`src/rtl/vtiming_pkg.sv`:
```
package vtiming_pkg;
  // Extension register indices
  localparam logic [7:0] VERTICAL_TOTAL_LOW_IDX = 8'h70;
  localparam logic [7:0] DISPLAY_END_LOW_IDX = 8'h71;
  localparam logic [7:0] BLANK_START_LOW_IDX = 8'h72;
  localparam logic [7:0] BLANK_END_IDX = 8'h73;
  localparam logic [7:0] SYNC_START_LOW_IDX = 8'h74;
  localparam logic [7:0] VERTICAL_SYNC_END_IDX = 8'h75;
  localparam logic [7:0] VERTICAL_OVERFLOW_A_IDX = 8'h78;
  localparam logic [7:0] VERTICAL_OVERFLOW_B_IDX = 8'h79;
  localparam logic [7:0] ODD_FIELD_SYNC_SKEW_IDX = 8'h7a;
  localparam logic [7:0] SCREEN_A_START_HIGH_IDX = 8'h7c;
  localparam logic [7:0] POLARITY_CONTROL_IDX = 8'h80;
  localparam logic [7:0] DISPLAY_MODE_IDX = 8'h81;
  localparam logic [7:0] WORKING_SET_CONTROL_IDX = 8'h83;
  // Standard register indices
  localparam logic [7:0] STD_VERTICAL_TOTAL_IDX = 8'h06;
  localparam logic [7:0] STD_OVERFLOW_IDX = 8'h07;
  localparam logic [7:0] STD_START_HIGH_IDX = 8'h0c;
  localparam logic [7:0] STD_START_LOW_IDX = 8'h0d;
  localparam logic [7:0] STD_SYNC_START_IDX = 8'h10;
  localparam logic [7:0] STD_SYNC_END_IDX = 8'h11;
  localparam logic [7:0] STD_DISPLAY_END_IDX = 8'h12;
  localparam logic [7:0] STD_BLANK_START_IDX = 8'h15;
  localparam logic [7:0] STD_BLANK_END_IDX = 8'h16;
  localparam logic [7:0] LINE_COMPARE_LOW_IDX = 8'h18;
  // Writable masks and reset value
  localparam logic [7:0] SYNC_END_MASK = 8'h0f;
  localparam logic [7:0] OVERFLOW_B_MASK = 8'h1f;
  localparam logic [7:0] START_HIGH_MASK = 8'h0f;
  localparam logic [7:0] POLARITY_MASK = 8'hf0;
  localparam logic [7:0] MODE_INTERLACE_MASK = 8'h04;
  localparam logic [7:0] WORKING_CTRL_MASK = 8'h01;
  localparam logic [7:0] RESET_VALUE = 8'h00;
  // Overflow A field positions
  localparam int OVA_SYNC9 = 7;
  localparam int OVA_DISP9 = 6;
  localparam int OVA_TOTAL9 = 5;
  localparam int OVA_LCMP8 = 4;
  localparam int OVA_BLANK8 = 3;
  localparam int OVA_SYNC8 = 2;
  localparam int OVA_DISP8 = 1;
  localparam int OVA_TOTAL8 = 0;
  // Overflow B field positions
  localparam int OVB_SYNC10 = 4;
  localparam int OVB_BLANK10 = 3;
  localparam int OVB_BLANK9 = 2;
  localparam int OVB_DISP10 = 1;
  localparam int OVB_TOTAL10 = 0;
  // Polarity, mode, control and misc positions, and widths
  localparam int POL_VERT = 7;
  localparam int POL_HORZ = 6;
  localparam int POL_SOURCE = 5;
  localparam int MODE_INTERLACE = 2;
  localparam int CTRL_WORKING_LOCK = 0;
  localparam int MISC_VPOL = 7;
  localparam int MISC_HPOL = 6;
  localparam int LINE_WIDTH = 11;
  localparam int SKEW_WIDTH = 8;
  localparam int START_WIDTH = 20;

  typedef struct packed {
    logic write;
    logic read;
    logic extension;
    logic [7:0] index;
    logic [7:0] data;
  } reg_access_type;

  typedef struct packed {
    logic [10:0] total;
    logic [10:0] display_end;
    logic [10:0] blank_start;
    logic [7:0] blank_end;
    logic [10:0] sync_start;
    logic [3:0] sync_end;
  } vtiming_type;
endpackage : vtiming_pkg

```
`src/rtl/vertical_crt_timing_ext.sv`:
```
// Behaviour
// - Sync ends when low four bits match
// - Sync pulse lasts at most sixteen lines
// - Sync start bits 9,8 from A[7],A[2]
// - Display end bits 9,8 from A[6],A[1]
// - Total bits 9,8 from A[5],A[0]
// - A[4] mirrors standard overflow bit four
// - Blank start bit 8 from A[3]
// - Total bit 10 from B[0]
// - Display end bit 10 from B[1]
// - Sync start bit 10 from B[4]
// - Blank start bits 9,10 from B[2],B[3]
// - Odd field sync delayed by skew
// - Skew counts whole character clocks
// - Twenty-bit start address, high nibble extension
// - Working set, lock bit gates standard writes
// - Polarity source selects extension or misc
`timescale 1ns/10ps
module vertical_crt_timing_ext (
  input wire logic clk,
  input wire logic rst_b,
  input wire vtiming_pkg::reg_access_type access,
  input wire logic char_en,
  input wire logic line_en,
  input wire logic [7:0] misc_output,
  input wire logic hsync_raw,
  output logic [7:0] read_data,
  output logic vsync,
  output logic hsync,
  output logic vblank,
  output logic vdisplay,
  output logic odd_field,
  output logic [19:0] start_address,
  output logic [10:0] line_compare
);
  logic [7:0] vt_reg, vt_next;
  logic [7:0] de_reg, de_next;
  logic [7:0] bs_reg, bs_next;
  logic [7:0] be_reg, be_next;
  logic [7:0] ss_reg, ss_next;
  logic [7:0] se_reg, se_next;
  logic [7:0] ova_reg, ova_next;
  logic [7:0] ovb_reg, ovb_next;
  logic [7:0] skew_reg, skew_next;
  logic [7:0] sah_reg, sah_next;
  logic [7:0] pol_reg, pol_next;
  logic [7:0] mode_reg, mode_next;
  logic [7:0] ctrl_reg, ctrl_next;
  logic [7:0] std_vt_reg, std_vt_next;
  logic [7:0] std_ov_reg, std_ov_next;
  logic [7:0] std_sah_reg, std_sah_next;
  logic [7:0] std_sal_reg, std_sal_next;
  logic [7:0] std_ss_reg, std_ss_next;
  logic [7:0] std_se_reg, std_se_next;
  logic [7:0] std_de_reg, std_de_next;
  logic [7:0] std_bs_reg, std_bs_next;
  logic [7:0] std_be_reg, std_be_next;
  logic [7:0] lc_reg, lc_next;
  logic [7:0] rd_reg, rd_next;
  logic vsync_reg, vsync_next;
  logic hsync_reg, hsync_next;
  logic vblank_reg, vblank_next;
  logic vdisp_reg, vdisp_next;
  logic odd_reg, odd_next;
  logic [19:0] start_reg, start_next;
  logic [10:0] lcmp_reg, lcmp_next;
  logic raw_sync_reg, raw_sync_next;
  vtiming_pkg::vtiming_type tim;
  logic [10:0] line;
  logic frame_start;
  logic skewed_sync;
  logic ext_wr, std_wr, pass;

  assign ext_wr = access.write && access.extension;
  assign std_wr = access.write && !access.extension;
  assign pass = std_wr && !ctrl_reg[vtiming_pkg::CTRL_WORKING_LOCK];

  // Register writes; standard writes echo into working set when unlocked
  always_comb begin
    vt_next = vt_reg; de_next = de_reg; bs_next = bs_reg; be_next = be_reg;
    ss_next = ss_reg; se_next = se_reg; ova_next = ova_reg;
    ovb_next = ovb_reg; skew_next = skew_reg; sah_next = sah_reg;
    pol_next = pol_reg; mode_next = mode_reg; ctrl_next = ctrl_reg;
    std_vt_next = std_vt_reg; std_ov_next = std_ov_reg;
    std_sah_next = std_sah_reg; std_sal_next = std_sal_reg;
    std_ss_next = std_ss_reg; std_se_next = std_se_reg;
    std_de_next = std_de_reg; std_bs_next = std_bs_reg;
    std_be_next = std_be_reg; lc_next = lc_reg;
    if (ext_wr) begin
      case (access.index)
        vtiming_pkg::VERTICAL_TOTAL_LOW_IDX: vt_next = access.data;
        vtiming_pkg::DISPLAY_END_LOW_IDX: de_next = access.data;
        vtiming_pkg::BLANK_START_LOW_IDX: bs_next = access.data;
        vtiming_pkg::BLANK_END_IDX: be_next = access.data;
        vtiming_pkg::SYNC_START_LOW_IDX: ss_next = access.data;
        vtiming_pkg::VERTICAL_SYNC_END_IDX:
          se_next = access.data & vtiming_pkg::SYNC_END_MASK;
        vtiming_pkg::VERTICAL_OVERFLOW_A_IDX: begin
          ova_next = access.data;
          std_ov_next[vtiming_pkg::OVA_LCMP8] =
            access.data[vtiming_pkg::OVA_LCMP8];
        end
        vtiming_pkg::VERTICAL_OVERFLOW_B_IDX:
          ovb_next = access.data & vtiming_pkg::OVERFLOW_B_MASK;
        vtiming_pkg::ODD_FIELD_SYNC_SKEW_IDX: skew_next = access.data;
        vtiming_pkg::SCREEN_A_START_HIGH_IDX:
          sah_next = access.data & vtiming_pkg::START_HIGH_MASK;
        vtiming_pkg::POLARITY_CONTROL_IDX:
          pol_next = access.data & vtiming_pkg::POLARITY_MASK;
        vtiming_pkg::DISPLAY_MODE_IDX:
          mode_next = access.data & vtiming_pkg::MODE_INTERLACE_MASK;
        vtiming_pkg::WORKING_SET_CONTROL_IDX:
          ctrl_next = access.data & vtiming_pkg::WORKING_CTRL_MASK;
        default: ;
      endcase
    end
    if (std_wr) begin
      case (access.index)
        vtiming_pkg::STD_VERTICAL_TOTAL_IDX: std_vt_next = access.data;
        vtiming_pkg::STD_OVERFLOW_IDX: begin
          std_ov_next = access.data;
          ova_next[vtiming_pkg::OVA_LCMP8] =
            access.data[vtiming_pkg::OVA_LCMP8];
        end
        vtiming_pkg::STD_START_HIGH_IDX: std_sah_next = access.data;
        vtiming_pkg::STD_START_LOW_IDX: std_sal_next = access.data;
        vtiming_pkg::STD_SYNC_START_IDX: std_ss_next = access.data;
        vtiming_pkg::STD_SYNC_END_IDX: std_se_next = access.data;
        vtiming_pkg::STD_DISPLAY_END_IDX: std_de_next = access.data;
        vtiming_pkg::STD_BLANK_START_IDX: std_bs_next = access.data;
        vtiming_pkg::STD_BLANK_END_IDX: std_be_next = access.data;
        vtiming_pkg::LINE_COMPARE_LOW_IDX: lc_next = access.data;
        default: ;
      endcase
    end
    if (pass) begin
      case (access.index)
        vtiming_pkg::STD_VERTICAL_TOTAL_IDX: vt_next = access.data;
        vtiming_pkg::STD_OVERFLOW_IDX: ova_next = access.data;
        vtiming_pkg::STD_SYNC_START_IDX: ss_next = access.data;
        vtiming_pkg::STD_SYNC_END_IDX:
          se_next = access.data & vtiming_pkg::SYNC_END_MASK;
        vtiming_pkg::STD_DISPLAY_END_IDX: de_next = access.data;
        vtiming_pkg::STD_BLANK_START_IDX: bs_next = access.data;
        vtiming_pkg::STD_BLANK_END_IDX: be_next = access.data;
        default: ;
      endcase
    end
  end

  // Read mux; reserved bits already held at zero
  always_comb begin
    rd_next = rd_reg;
    if (access.read) begin
      if (access.extension) begin
        case (access.index)
          vtiming_pkg::VERTICAL_TOTAL_LOW_IDX: rd_next = vt_reg;
          vtiming_pkg::DISPLAY_END_LOW_IDX: rd_next = de_reg;
          vtiming_pkg::BLANK_START_LOW_IDX: rd_next = bs_reg;
          vtiming_pkg::BLANK_END_IDX: rd_next = be_reg;
          vtiming_pkg::SYNC_START_LOW_IDX: rd_next = ss_reg;
          vtiming_pkg::VERTICAL_SYNC_END_IDX: rd_next = se_reg;
          vtiming_pkg::VERTICAL_OVERFLOW_A_IDX: rd_next = ova_reg;
          vtiming_pkg::VERTICAL_OVERFLOW_B_IDX: rd_next = ovb_reg;
          vtiming_pkg::ODD_FIELD_SYNC_SKEW_IDX: rd_next = skew_reg;
          vtiming_pkg::SCREEN_A_START_HIGH_IDX: rd_next = sah_reg;
          vtiming_pkg::POLARITY_CONTROL_IDX: rd_next = pol_reg;
          vtiming_pkg::DISPLAY_MODE_IDX: rd_next = mode_reg;
          vtiming_pkg::WORKING_SET_CONTROL_IDX: rd_next = ctrl_reg;
          default: rd_next = 8'h00;
        endcase
      end else begin
        case (access.index)
          vtiming_pkg::STD_VERTICAL_TOTAL_IDX: rd_next = std_vt_reg;
          vtiming_pkg::STD_OVERFLOW_IDX: rd_next = std_ov_reg;
          vtiming_pkg::STD_START_HIGH_IDX: rd_next = std_sah_reg;
          vtiming_pkg::STD_START_LOW_IDX: rd_next = std_sal_reg;
          vtiming_pkg::STD_SYNC_START_IDX: rd_next = std_ss_reg;
          vtiming_pkg::STD_SYNC_END_IDX: rd_next = std_se_reg;
          vtiming_pkg::STD_DISPLAY_END_IDX: rd_next = std_de_reg;
          vtiming_pkg::STD_BLANK_START_IDX: rd_next = std_bs_reg;
          vtiming_pkg::STD_BLANK_END_IDX: rd_next = std_be_reg;
          vtiming_pkg::LINE_COMPARE_LOW_IDX: rd_next = lc_reg;
          default: rd_next = 8'h00;
        endcase
      end
    end
  end

  // Assemble the 11-bit working values
  always_comb begin
    tim.total = {ovb_reg[vtiming_pkg::OVB_TOTAL10],
      ova_reg[vtiming_pkg::OVA_TOTAL9], ova_reg[vtiming_pkg::OVA_TOTAL8],
      vt_reg};
    // display end bits 10 to 8
    tim.display_end = {ovb_reg[vtiming_pkg::OVB_DISP10],
      ova_reg[vtiming_pkg::OVA_DISP9], ova_reg[vtiming_pkg::OVA_DISP8],
      de_reg};
    // blank start bits 10 to 8
    tim.blank_start = {ovb_reg[vtiming_pkg::OVB_BLANK10],
      ovb_reg[vtiming_pkg::OVB_BLANK9], ova_reg[vtiming_pkg::OVA_BLANK8],
      bs_reg};
    tim.blank_end = be_reg;
    // sync start bits 10 to 8
    tim.sync_start = {ovb_reg[vtiming_pkg::OVB_SYNC10],
      ova_reg[vtiming_pkg::OVA_SYNC9], ova_reg[vtiming_pkg::OVA_SYNC8],
      ss_reg};
    tim.sync_end = se_reg[3:0];
  end

  // counter wraps at total plus two lines
  vline_counter #(
    .WIDTH(vtiming_pkg::LINE_WIDTH)
  ) u_lines (
    .clk(clk),
    .rst_b(rst_b),
    .line_en(line_en),
    .total(tim.total),
    .line(line),
    .frame_start(frame_start)
  );

  // Raw sync, blank, display and field tracking
  always_comb begin
    raw_sync_next = raw_sync_reg;
    vblank_next = vblank_reg;
    odd_next = odd_reg;
    vdisp_next = (line < tim.display_end);
    if (frame_start && mode_reg[vtiming_pkg::MODE_INTERLACE]) begin
      odd_next = !odd_reg;
    end else if (!mode_reg[vtiming_pkg::MODE_INTERLACE]) begin
      odd_next = 1'b0;
    end
    if (line == tim.sync_start) begin
      raw_sync_next = 1'b1;
    end else if (line[3:0] == tim.sync_end) begin
      raw_sync_next = 1'b0;
    end
    if (line == tim.blank_start) begin
      vblank_next = 1'b1;
    end else if (line[7:0] == tim.blank_end) begin
      vblank_next = 1'b0;
    end
  end

  // odd field delayed by char clocks
  vsync_skew #(
    .WIDTH(vtiming_pkg::SKEW_WIDTH)
  ) u_skew (
    .clk(clk),
    .rst_b(rst_b),
    .char_en(char_en),
    .sync_in(raw_sync_reg),
    .skew_enable(mode_reg[vtiming_pkg::MODE_INTERLACE] && odd_reg),
    .skew(skew_reg),
    .sync_out(skewed_sync)
  );

  // Output polarity and address assembly
  always_comb begin
    if (pol_reg[vtiming_pkg::POL_SOURCE]) begin
      vsync_next = skewed_sync ^ pol_reg[vtiming_pkg::POL_VERT];
      hsync_next = hsync_raw ^ pol_reg[vtiming_pkg::POL_HORZ];
    end else begin
      vsync_next = skewed_sync ^ misc_output[vtiming_pkg::MISC_VPOL];
      hsync_next = hsync_raw ^ misc_output[vtiming_pkg::MISC_HPOL];
    end
    start_next = {sah_reg[3:0], std_sah_reg, std_sal_reg};
    lcmp_next = {2'b00, std_ov_reg[vtiming_pkg::OVA_LCMP8], lc_reg};
  end

  always_ff @(posedge clk or negedge rst_b) begin
    if (!rst_b) begin
      vt_reg <= vtiming_pkg::RESET_VALUE; de_reg <= vtiming_pkg::RESET_VALUE;
      bs_reg <= vtiming_pkg::RESET_VALUE; be_reg <= vtiming_pkg::RESET_VALUE;
      ss_reg <= vtiming_pkg::RESET_VALUE; se_reg <= vtiming_pkg::RESET_VALUE;
      ova_reg <= vtiming_pkg::RESET_VALUE;
      ovb_reg <= vtiming_pkg::RESET_VALUE;
      skew_reg <= vtiming_pkg::RESET_VALUE;
      sah_reg <= vtiming_pkg::RESET_VALUE;
      pol_reg <= vtiming_pkg::RESET_VALUE;
      mode_reg <= vtiming_pkg::RESET_VALUE;
      ctrl_reg <= vtiming_pkg::RESET_VALUE;
      std_vt_reg <= vtiming_pkg::RESET_VALUE;
      std_ov_reg <= vtiming_pkg::RESET_VALUE;
      std_sah_reg <= vtiming_pkg::RESET_VALUE;
      std_sal_reg <= vtiming_pkg::RESET_VALUE;
      std_ss_reg <= vtiming_pkg::RESET_VALUE;
      std_se_reg <= vtiming_pkg::RESET_VALUE;
      std_de_reg <= vtiming_pkg::RESET_VALUE;
      std_bs_reg <= vtiming_pkg::RESET_VALUE;
      std_be_reg <= vtiming_pkg::RESET_VALUE;
      lc_reg <= vtiming_pkg::RESET_VALUE;
      rd_reg <= vtiming_pkg::RESET_VALUE;
      vsync_reg <= 1'b0; hsync_reg <= 1'b0; vblank_reg <= 1'b0;
      vdisp_reg <= 1'b0; odd_reg <= 1'b0; raw_sync_reg <= 1'b0;
      start_reg <= '0; lcmp_reg <= '0;
    end else begin
      vt_reg <= vt_next; de_reg <= de_next; bs_reg <= bs_next;
      be_reg <= be_next; ss_reg <= ss_next; se_reg <= se_next;
      ova_reg <= ova_next; ovb_reg <= ovb_next; skew_reg <= skew_next;
      sah_reg <= sah_next; pol_reg <= pol_next; mode_reg <= mode_next;
      ctrl_reg <= ctrl_next; std_vt_reg <= std_vt_next;
      std_ov_reg <= std_ov_next; std_sah_reg <= std_sah_next;
      std_sal_reg <= std_sal_next; std_ss_reg <= std_ss_next;
      std_se_reg <= std_se_next; std_de_reg <= std_de_next;
      std_bs_reg <= std_bs_next; std_be_reg <= std_be_next;
      lc_reg <= lc_next; rd_reg <= rd_next;
      vsync_reg <= vsync_next; hsync_reg <= hsync_next;
      vblank_reg <= vblank_next; vdisp_reg <= vdisp_next;
      odd_reg <= odd_next; raw_sync_reg <= raw_sync_next;
      start_reg <= start_next; lcmp_reg <= lcmp_next;
    end
  end

  assign read_data = rd_reg;
  assign vsync = vsync_reg;
  assign hsync = hsync_reg;
  assign vblank = vblank_reg;
  assign vdisplay = vdisp_reg;
  assign odd_field = odd_reg;
  assign start_address = start_reg;
  assign line_compare = lcmp_reg;
endmodule : vertical_crt_timing_ext

```
`src/rtl/vsync_skew.sv`:
```
`timescale 1ns/10ps
module vsync_skew #(
  parameter int WIDTH = 8
) (
  input wire logic clk,
  input wire logic rst_b,
  input wire logic char_en,
  input wire logic sync_in,
  input wire logic skew_enable,
  input wire logic [WIDTH-1:0] skew,
  output logic sync_out
);
  typedef enum logic [1:0] {
    IDLE_S = 2'b00,
    RISE_S = 2'b01,
    HIGH_S = 2'b11,
    FALL_S = 2'b10
  } skew_state_type;

  skew_state_type state_reg, state_next;
  logic [WIDTH-1:0] count_reg, count_next;
  logic out_reg, out_next;
  logic in_reg, in_next;

  always_comb begin
    state_next = state_reg;
    count_next = count_reg;
    out_next = out_reg;
    in_next = in_reg;
    if (char_en) begin
      in_next = sync_in;
      case (state_reg)
        IDLE_S: begin
          if (sync_in && !in_reg) begin
            count_next = skew;
            if (!skew_enable || skew == '0) begin
              out_next = 1'b1;
              state_next = HIGH_S;
            end else begin
              state_next = RISE_S;
            end
          end
        end
        RISE_S: begin
          if (count_reg <= WIDTH'(1)) begin
            out_next = 1'b1;
            state_next = HIGH_S;
          end else begin
            count_next = count_reg - WIDTH'(1);
          end
        end
        HIGH_S: begin
          if (!sync_in && in_reg) begin
            if (!skew_enable || count_reg == '0) begin
              out_next = 1'b0;
              state_next = IDLE_S;
            end else begin
              count_next = skew;
              state_next = FALL_S;
            end
          end
        end
        FALL_S: begin
          if (count_reg <= WIDTH'(1)) begin
            out_next = 1'b0;
            state_next = IDLE_S;
          end else begin
            count_next = count_reg - WIDTH'(1);
          end
        end
        default: begin
          state_next = IDLE_S;
          out_next = 1'b0;
        end
      endcase
    end
  end

  always_ff @(posedge clk or negedge rst_b) begin
    if (!rst_b) begin
      state_reg <= IDLE_S;
      count_reg <= '0;
      out_reg <= 1'b0;
      in_reg <= 1'b0;
    end else begin
      state_reg <= state_next;
      count_reg <= count_next;
      out_reg <= out_next;
      in_reg <= in_next;
    end
  end

  assign sync_out = out_reg;
endmodule : vsync_skew

```
`src/rtl/vline_counter.sv`:
```
`timescale 1ns/10ps
module vline_counter #(
  parameter int WIDTH = 11
) (
  input wire logic clk,
  input wire logic rst_b,
  input wire logic line_en,
  input wire logic [WIDTH-1:0] total,
  output logic [WIDTH-1:0] line,
  output logic frame_start
);
  logic [WIDTH-1:0] line_reg, line_next;
  logic start_reg, start_next;

  // Total is programmed as lines minus two, so wrap past total plus one
  always_comb begin
    line_next = line_reg;
    start_next = 1'b0;
    if (line_en) begin
      if (line_reg >= total + WIDTH'(1)) begin
        line_next = '0;
        start_next = 1'b1;
      end else begin
        line_next = line_reg + WIDTH'(1);
      end
    end
  end

  always_ff @(posedge clk or negedge rst_b) begin
    if (!rst_b) begin
      line_reg <= '0;
      start_reg <= 1'b0;
    end else begin
      line_reg <= line_next;
      start_reg <= start_next;
    end
  end

  assign line = line_reg;
  assign frame_start = start_reg;
endmodule : vline_counter

```
`config.mk`:
```
export PLATFORM = sky130hd
export DESIGN_NAME = vertical_crt_timing_ext
export DESIGN_NICKNAME = d
export VERILOG_FILES = /design/src/rtl/vtiming_pkg.sv /design/src/rtl/vertical_crt_timing_ext.sv /design/src/rtl/vsync_skew.sv /design/src/rtl/vline_counter.sv
export SDC_FILE = /design/constraint.sdc
export NUM_CORES = 1
export LEC_CHECK = 0
export ABC_AREA = 1
export BUFFER_PORTS_ARGS = -buffer_cell sky130_fd_sc_hd__buf_4
export CAP_MARGIN = 20
export CORE_MARGIN = 10
export CORE_UTILIZATION = 46
export CTS_CLUSTER_DIAMETER = 30
export CTS_CLUSTER_SIZE = 24
export DETAILED_ROUTE_END_ITERATION = 10
export HOLD_SLACK_MARGIN = 0.1
export PLACE_DENSITY = 0.66
export SYNTH_ARGS = -nofsm -noshare
export SYNTH_HDL_FRONTEND = slang
export SYNTH_SLANG_ARGS = --single-unit
```
`constraint.sdc`:
```
create_clock -name clk -period 2.5 [get_ports clk]
set_clock_uncertainty 0.1 [all_clocks]
set_input_delay 0.125 -clock clk [delete_from_list [all_inputs] [get_ports clk]]
set_output_delay 0.125 -clock clk [all_outputs]
set_load 0.1 [all_outputs]
```
**Yosys cells after proc, flatten, opt, wreduce, memory -nomap -nowiden**

Cells that the tools add are included.
Widths: inputs -> output; s select.

- Flip-flop bits (word level): 226
- Latch bits: 0
- Memory bits (writable): 0
- ROM bits: 0
- Bits of input ports: 32
- Output and inout port bits: 44
- Word-level logic and storage cells: 195
- Memories: 0

- $add $sub $neg: 3
- $mul: 0
- Divide/modulo/power cells: 0
- $lt $le $gt $ge: 3
- Equality and inequality tests: 39
- Shift-type cells: 0
- Muxes and demuxes: 67
- Bitwise logic cells: 4
- Reduce and logical (&&, ||, !) cells: 40

Operators by type and width:

| operator | count |
|---|---|
| $mux 8 | 33 |
| $pmux 8 s13 | 1 |
| $eq 8x7->1 const B | 10 |
| $pmux 8 s10 | 1 |
| $eq 8x5->1 const B | 6 |
| $reduce_and 2->1 | 16 |
| $eq 8x8->1 const B | 3 |
| $pmux 8 s3 | 1 |
| $add 11x1->11 const B | 2 |
| $eq 11x11->1 | 2 |
| $mux 1 | 20 |
| $eq 8x3->1 const B | 2 |
| $eq 8x4->1 const B | 2 |
| $logic_not 8->1 | 2 |
| $ne 2x1->1 const B | 7 |
| $mux 2 | 6 |
| $ge 11x11->1 | 1 |
| $lt 11x11->1 | 1 |
| $mux 11 | 1 |
| $mux 5 | 2 |
| $reduce_and 5->1 | 2 |
| $eq 8x8->1 | 1 |
| $le 8x1->1 const B | 1 |
| $pmux 2 s4 | 1 |
| other kinds (14) | 32 |

**Longest topological paths before layout**

Gate-level depths: netlist of run 1.

- Depth in word-level cells: 7
- Depth in mapped cells: 15
- Mapped depth without buffers: 15

**By module**

A second synthesis of run 1 with hierarchy kept.

- Cells, all modules: 1434
- Area, all modules: 11848.9 µm²

By module, submodules not included:

| module | times used | cells each | area each (µm²) | sequential area each (µm²) |
|---|---|---|---|---|
| vertical_crt_timing_ext | 1 | 1141 | 9704.3 | 5054.8 |
| vline_counter | 1 | 147 | 1081.0 | 300.3 |
| vsync_skew | 1 | 146 | 1063.5 | 300.3 |

**Worst setup path after synthesis of run 1**

No wires, ideal clock.

- Kind: flip-flop to flip-flop
- Start point: reg vt_reg[0]
- End point: reg u_lines.line_reg[9], in the netlist u_lines.line[9]
- Library setup time: 0.141 ns
- Arrival time: 2.262 ns
- Required time: 2.259 ns
- Setup slack: -0.003 ns
- Stages on the path, launching flop included: 16
- Buffers on the path: 0
- Period minus slack after synthesis: 2.503 ns
- Cells stage by stage: dfrtp_1 ha_1 nand3_1 nor2_1 nand2_1 nor2_1 nand3_1 xor2_1 ha_1 nand2_1 nor2_1 nand3_1 nand4_1 nor2_1 nor2_1 nor3_1

- Word-level cells in the longest chain between the ends: 3

RTL lines:

| element | RTL line | source |
|---|---|---|
| start: declaration | vertical_crt_timing_ext.sv:36 | `logic [7:0] vt_reg, vt_next;` |
| start signal: assignment | vertical_crt_timing_ext.sv:274 | `vt_reg <= vtiming_pkg::RESET_VALUE; de_reg <= vtiming_pkg::RESET_VALUE;` |
| start signal: assignment | vertical_crt_timing_ext.sv:299 | `vt_reg <= vt_next; de_reg <= de_next; bs_reg <= bs_next;` |
| $add 11x1->11 | vline_counter.sv:20 | `if (line_reg >= total + WIDTH'(1)) begin` |
| $ge 11x11->1 | vline_counter.sv:20 |  |
| $mux 11 | vline_counter.sv:20 |  |
| end signal: assignment | vline_counter.sv:34 | `line_reg <= line_next;` |
| end: declaration | vline_counter.sv:12 | `logic [WIDTH-1:0] line_reg, line_next;` |

Every way passes these cells.
A chain may end at the register's enable or synchronous reset.

**Worst setup path after layout of run 1**

- Start point: reg vt_reg[0]
- End point: reg u_lines.line_reg[6], in the netlist u_lines.line[6]

Same word-level chain as after synthesis.

==> run_results.csv, run 1 <==
group,metric,value,unit
status,outcome,"finished with violations",
status,violations,"negative setup slack",
clock_network,cts_sinks,226,
drt,wirelength_met1,14720,um
yosys,ys_seq_area_share,49.18,%
drt,met2WireLength,15570,um
drt,drt_pass1_iterations,6,
drt,drc_errors,0,
finish,fin_nets,1585,
yosys,synth_top_cells_by_count,"nand2_1, dfrtp_1, nand3_1, o21ai_0, nor2_1",
clock_network,cts_root_buf,"clkbuf_16",
yosys,ys_types,50,
setup_path,critPathKind,"flip-flop to flip-flop",
grt,grt_pass1_wl,54090,um
placed_design,portBuffers,67,
finish,num_antenna_cells,0,
floorplanning,ioPinCount,76,
floorplanning,die_w,178.1,um
yosys,synth_ff_type,"dfrtp_1",
setup_path,cpMostUsedCell,"nor2_2",
drt,totalWireLength,34250,um
grt,grt_pass1_vias,9874,
yosys,synth_seq_cells,226,
sta,finalMaxSlewViolations,0,
yosys,synthCells,1390,
floorplanning,die-height,178.1,um
clock_network,clk_pin_slew,50,ps
grt,grt_max_degree,56,
drt,drt_iter0_drc,1069,
setup_path,max_stage_delay,390,ps
sta,finalHoldViolations,0,
sta,setup_tns,-123.6,ps
grt,track_usage,21.57,%
placed_design,placed_cells,1762,
finish,largest_reg_flops,20,
power,power_density,893.7,nW/um^2
yosys,avgSynthCellArea,8.272,um^2
sta,fin_ws,-56.11,ps
power,total_power,13050,uW
yosys,ys_warn_count,0,
power,leakagePower,0.007235,uW
clock_network,htreeDepth,2,
setup_path,worst_setup_path_end_kind,"flip-flop",
floorplanning,core,24460,um^2
sta,slew_headroom,42.60,%
finish,layout-drive-gt1-share,17.41,%
drt,wl_met3,2890,um
yosys,synth.most_common_cell,"nand2_1",
floorplanning,die_area,31720,um^2
placed_design,hpwl,23200,um
drt,final_antenna_net_count,0,
sta,setup_viol,4,
clock_network,clkLatencyLatePin,540,ps
sta,period_needed,2556,ps
grt,overflow,0,
yosys,synth_top_area_share,49.18,%
yosys,synth.area.top_cells,"dfrtp_1, nand2_1, nand3_1",
yosys,synth_edf_count,0,
hold_path,hold_class,"primary input to flip-flop",
sta,rsz0062_at_grt,"yes",
setup_path,slowest_stage,"dfrtp_1",
yosys,yosysTopAreaCell,"dfrtp_1",
clock_network,cts_tree,"built",
setup_path,cp-start-kind,"flip-flop",
finish,fin_cells,1886,
clock_network,cts_max_path_buffers,3,
sta,worst_pin_slew,860.1,ps
clock_network,cts_buffers,48,
yosys,syn_area,11500,um^2
finish,finalInstanceArea,14600,um^2
sta,finalCritPeriodShare,102.2,%
yosys,synthArstFlopShare,100.0,%
power,max-vdd-ir-drop,0.8316,mV
flow_run,drv_cap,0,
drt,highest_layer,"met4",
placed_design,place_congestion,0.9291,
setup_path,required,2850,ps
drt,wl_per_cell,18.16,um
finish,area_growth,26.94,%
setup_path,worstPathCellList,"ha_2, nand3_2, nor2_1, nand2_1, nor2_2, nand3_2, xor2_1, ha_1, nand2_2, nor2_2, nand3_1, nand4_1, nor2_2, nor2_2, buf_4, nor3b_2",
setup_path,cp_max_fo,4,
finish,fillers,2131,
floorplanning,start_util,47.01,%
drt,via_count,10160,
drt,viasPerCell,5.385,
grt,antenna_found_initial,0,
setup_path,cp.arrival,2910,ps
floorplanning,num_rows,57,
sta,max_freq,391.2,MHz
placed_design,placed_area,12450,um^2
## through the flow
| step | setup slack [ps] | hold slack (ps) | util [%] |
|---|---|---|---|
| 6_report | -56.11 | 141.4 | 59.67 |
| 5_1_grt | -242.4 | 157.8 | 59.67 |
| 4_1_cts | -51.52 | 120.1 | 59.25 |
| 3_5_place_dp | -198.4 | 59.20 | 50.90 |
| 3_3_place_gp | -98.51 | 57.88 | 50.90 |
| 2_1_floorplan | 104.5 | -270.6 | - |
## final timing paths
path	from	endpoint	slack, ps	depth (start not counted)
max	vt_reg[0]$_DFF_PN0_	u_lines.line[6]$_DFFE_PN0P_	-60	16
min	access[9]	ctrl_reg[0]$_DFFE_PN0P_	140	5
max reg2reg	vt_reg[0]$_DFF_PN0_	u_lines.line[6]$_DFFE_PN0P_	-60	16
min reg2reg	sah_reg[0]$_DFFE_PN0P_	start_address[16]$_DFF_PN0_	300	0
max in group asynchronous	rst_b	vt_reg[7]$_DFF_PN0_	1060	4
min in group asynchronous	rst_b	vsync$_DFF_PN0_	530	3
## placed cells by master, fill, tap and decap left out, drive strengths merged
cell,count
o221ai,1
buf,116
mux2i,2
nor4,4
xor2,29
and2,1
clkbuf,55
o22ai,8
nor3,9
a211oi,1
bufinv,6
xnor2,12
dlygate4sd3,26
nor3b,4
ha,30
a2111oi,1
o211ai,1
o21a,4
a221oi,1
o21bai,1
clkinvlp,5
o21ai,171
o31ai,3
clkinv,15
a21oi,34
or2,3
nand2,349
inv,121
dfrtp,226
a22oi,1
nand4,10
nor2,124
conb,2
nand3,185
o41ai,1
## area by class of cell
cell class | instances | area, um^2 | share of cell area, %
clock buffer | 55 | 1267 | 8.683
clock inverter | 34 | 430.4 | 2.949
inverter | 113 | 427.9 | 2.932
multi-input combinational | 992 | 5176 | 35.46
sequential | 226 | 5655 | 38.75
tap | 324 | 405.4 | 2.777
timing repair buffer | 142 | 1234 | 8.452
## routing by layer
metal | vias to the layer above | GRT usage, %
met5 | - | 0
met4 | 0 | 7.572
met3 | 83 | 5.116
met2 | 408 | 34.13
met1 | 4808 | 28.38
li1 | 4857 | -
## kinds of logic after synthesis
kind of cell    Yosys count  synth area share [%]
buf+inv                 174                 6.561
compound gates          228                 11.00
xor+xnor                 41                 3.123
flops                   226                 49.18
mux                       2                0.1741
fa+ha+maj                30                 3.264
other cells               1               0.03261
simple gates            688                 26.66
## critical path, delay by kind of cell (launching register included)
family                     cells  cell delay (ps)
DFF                            1              390
xor gates and xnor gates       1              140
buffers and inverters          1              140
adders and majority gates      2              520
and+or+nand+nor               12             1180
## power breakdown
| group | internal, uW | leakage [uW] | switching, uW |
|---|---|---|---|
| clock network | 4330 | 0.000816 | 2210 |
| logic | 780 | 0.00350 | 1480 |
| registers | 3960 | 0.00292 | 288 |
| total | 9070 | 0.00723 | 3980 |
## timing repair
action	CTS	global route
setup endpoints to repair	12	13
hold buffers	27	0
gates resized for setup	13	8
pin swaps	7	9
gates cloned	0	1
buffers inserted	2	5
hold endpoints to repair	298	0
(Power assumes the default switching activity.)
==> inputs of run 2 (changes only) <==
--- a/config.mk
+++ b/config.mk
@@ -15,6 +15,7 @@
 export DETAILED_ROUTE_END_ITERATION = 10
 export HOLD_SLACK_MARGIN = 0.1
 export PLACE_DENSITY = 0.66
+export REMOVE_ABC_BUFFERS = 1
 export SYNTH_ARGS = -nofsm -noshare
 export SYNTH_HDL_FRONTEND = slang
 export SYNTH_SLANG_ARGS = --single-unit
==> run 2 against run 1 <==
  * The flow still finishes with violations (negative setup slack)
  * Non-clock buffer count decreased by 8
  * Combinational power decreased by 4%
  * Critical path depth unchanged
  * Highest routed layer unchanged
==> run_results.csv, run 2 (synthesized netlist as in run 1, its figures left out) <==
group,metric,value,unit
flow_run,drv_cap,0,
finish,area_growth,26.34,%
floorplanning,core,24460,um^2
setup_path,r2r_cells,16,
finish,final_core_util,59.39,%
power,total_power,12830,uW
setup_path,cp.arrival,2920,ps
drt,drt_iter0_drc,1063,
finish,fin_cells,1874,
sta,slew_headroom,42.52,%
setup_path,required,2870,ps
placed_design,hpwl,22850,um
finish,finalInstanceArea,14530,um^2
clock_network,cts_tree,"built",
floorplanning,num_rows,57,
finish,layout-drive-gt1-share,17.68,%
sta,finalHoldViolations,0,
clock_network,clk_pin_slew,50,ps
placed_design,portBuffers,67,
sta,finalMaxSlewViolations,0,
finish,num_antenna_cells,0,
grt,met1_usage,28.89,%
grt,top_usage_layer,"met2",
setup_path,critPathKind,"flip-flop to flip-flop",
grt,antenna_found_initial,0,
grt,overflow,0,
clock_network,cts_max_path_buffers,3,
hold_path,hold_class,"primary input to flip-flop",
clock_network,cts_buffers,48,
drt,wl_per_cell,18.33,um
status,violations,"negative setup slack",
power,power_density,883.4,nW/um^2
clock_network,clkLatencyLatePin,560,ps
sta,rsz0062_at_grt,"yes",
drt,drc_errors,0,
finish,layout_commonest_cell,"nand2_1",
grt,grt_max_degree,76,
drt,final_antenna_net_count,0,
grt,grtUsageMet2,33.80,%
floorplanning,die-height,178.1,um
clock_network,cts_root_buf,"clkbuf_16",
drt,viasPerCell,5.396,
floorplanning,die_w,178.1,um
clock_network,htreeDepth,2,
sta,setup_viol,9,
grt,grt_pass1_wl,54170,um
power,max-vdd-ir-drop,0.5719,mV
sta,max_freq,391.2,MHz
clock_network,cts_sinks,226,
grt,track_usage,21.60,%
placed_design,placed_cells,1756,
grt,gr-usage-met3,5.032,%
grt,grt_pass1_vias,9911,
finish,mostFrequentLayoutCells,"nand2_1, dfrtp_1, nand3_1",
floorplanning,die_area,31720,um^2
finish,fin_nets,1577,
drt,drt_pass1_iterations,5,
sta,fin_ws,-56.04,ps
floorplanning,start_util,47.01,%
power,leakagePower,0.007152,uW
status,outcome,"finished with violations",
setup_path,cp_max_fo,5,
setup_path,worst_setup_path_end_kind,"flip-flop",
setup_path,cp-start-kind,"flip-flop",
placed_design,place_congestion,0.9511,
drt,totalWireLength,34350,um
finish,largest_reg_flops,20,
sta,finalCritPeriodShare,102.2,%
sta,worst_pin_slew,861.2,ps
drt,via_count,10110,
floorplanning,ioPinCount,76,
hold_path,worstHoldPathCells,5,
placed_design,placed_area,12400,um^2
sta,period_needed,2556,ps
-- run 2: cell count changes in the layout (fill, tap and decap cells not counted), sizes merged --
cell,before,now
buf,116,109
clkinv,15,18
dlygate4sd3,26,25
inv,121,114
-- run 2: metal layers --
layer / part of all wire, % / wire length (um) / up-vias
met3: 7.8 / 2688 / 64
met4: 2.5 / 848 / 0
met1: 44 / 15080 / 4842
li1: - / - / 4833
met5: 0 / 0 / -
met2: 46 / 15730 / 374
-- run 2: worst paths after layout --
path                       slack, ps                               to                    from
min                              150          ctrl_reg[0]$_DFFE_PN0P_               access[9]
max in group asynchronous        900         read_data[0]$_DFFE_PN0P_                   rst_b
min reg2reg                      290      start_address[16]$_DFF_PN0_  sah_reg[0]$_DFFE_PN0P_
max reg2reg                      -60      u_lines.line[6]$_DFFE_PN0P_     vt_reg[1]$_DFF_PN0_
max                              -60      u_lines.line[6]$_DFFE_PN0P_     vt_reg[1]$_DFF_PN0_
min in group asynchronous        570  u_skew.state_reg[1]$_DFFE_PN0P_                   rst_b
-- run 2: final cells by class --
type                    instances  area (um^2)
repair buffers                134         1137
flip-flops and latches        226         5658
clock buffers                  55         1277
clock inverters                30        361.6
fillers                      2107         9935
inverters                     113        429.2
well taps                     324        405.4
multi-input cells             992         5259
-- run 2: worst max-delay path, stage by stage (launching register included) --
cell     delay [ps]
dfrtp_1         370
ha_2            200
nand3_2          90
nor2_2          110
nand2_2          70
nor2_4          100
nand3_2         100
xor2_2          230
ha_4            260
nand2_4         100
nor2_4           40
nand2_1          50
nand4_1         100
nor2_2          180
nor2_2           70
buf_6           130
nor3b_2         170
-- run 2: what timing repair did --
item | 4_1_cts | 5_1_grt
hold buffers | 25 | 0
buffers inserted | 4 | 3
resized for setup | 16 | 26
gates cloned | 1 | 1
pin swaps | 10 | 17
endpoints found under the hold margin | 290 | 0
endpoints found under the setup margin | 12 | 13
-- run 2: metrics by stage --
stage / setup slack [ps] / hold slack (ps) / TNS [ps]
3_3_place_gp: -71.07 / 43.60 / -288.5
4_1_cts: -147.4 / 133.0 / -1242
3_5_place_dp: -271.0 / 40.42 / -2137
2_1_floorplan: -3.321 / -270.6 / -3.321
6_report: -56.04 / 154.7 / -380.1
5_1_grt: -245.8 / 175.2 / -2410
-- run 2: power breakdown --
part	switching [uW]	internal (uW)
Combinational	1410	754
Sequential	356	3960
Clock	2080	4280
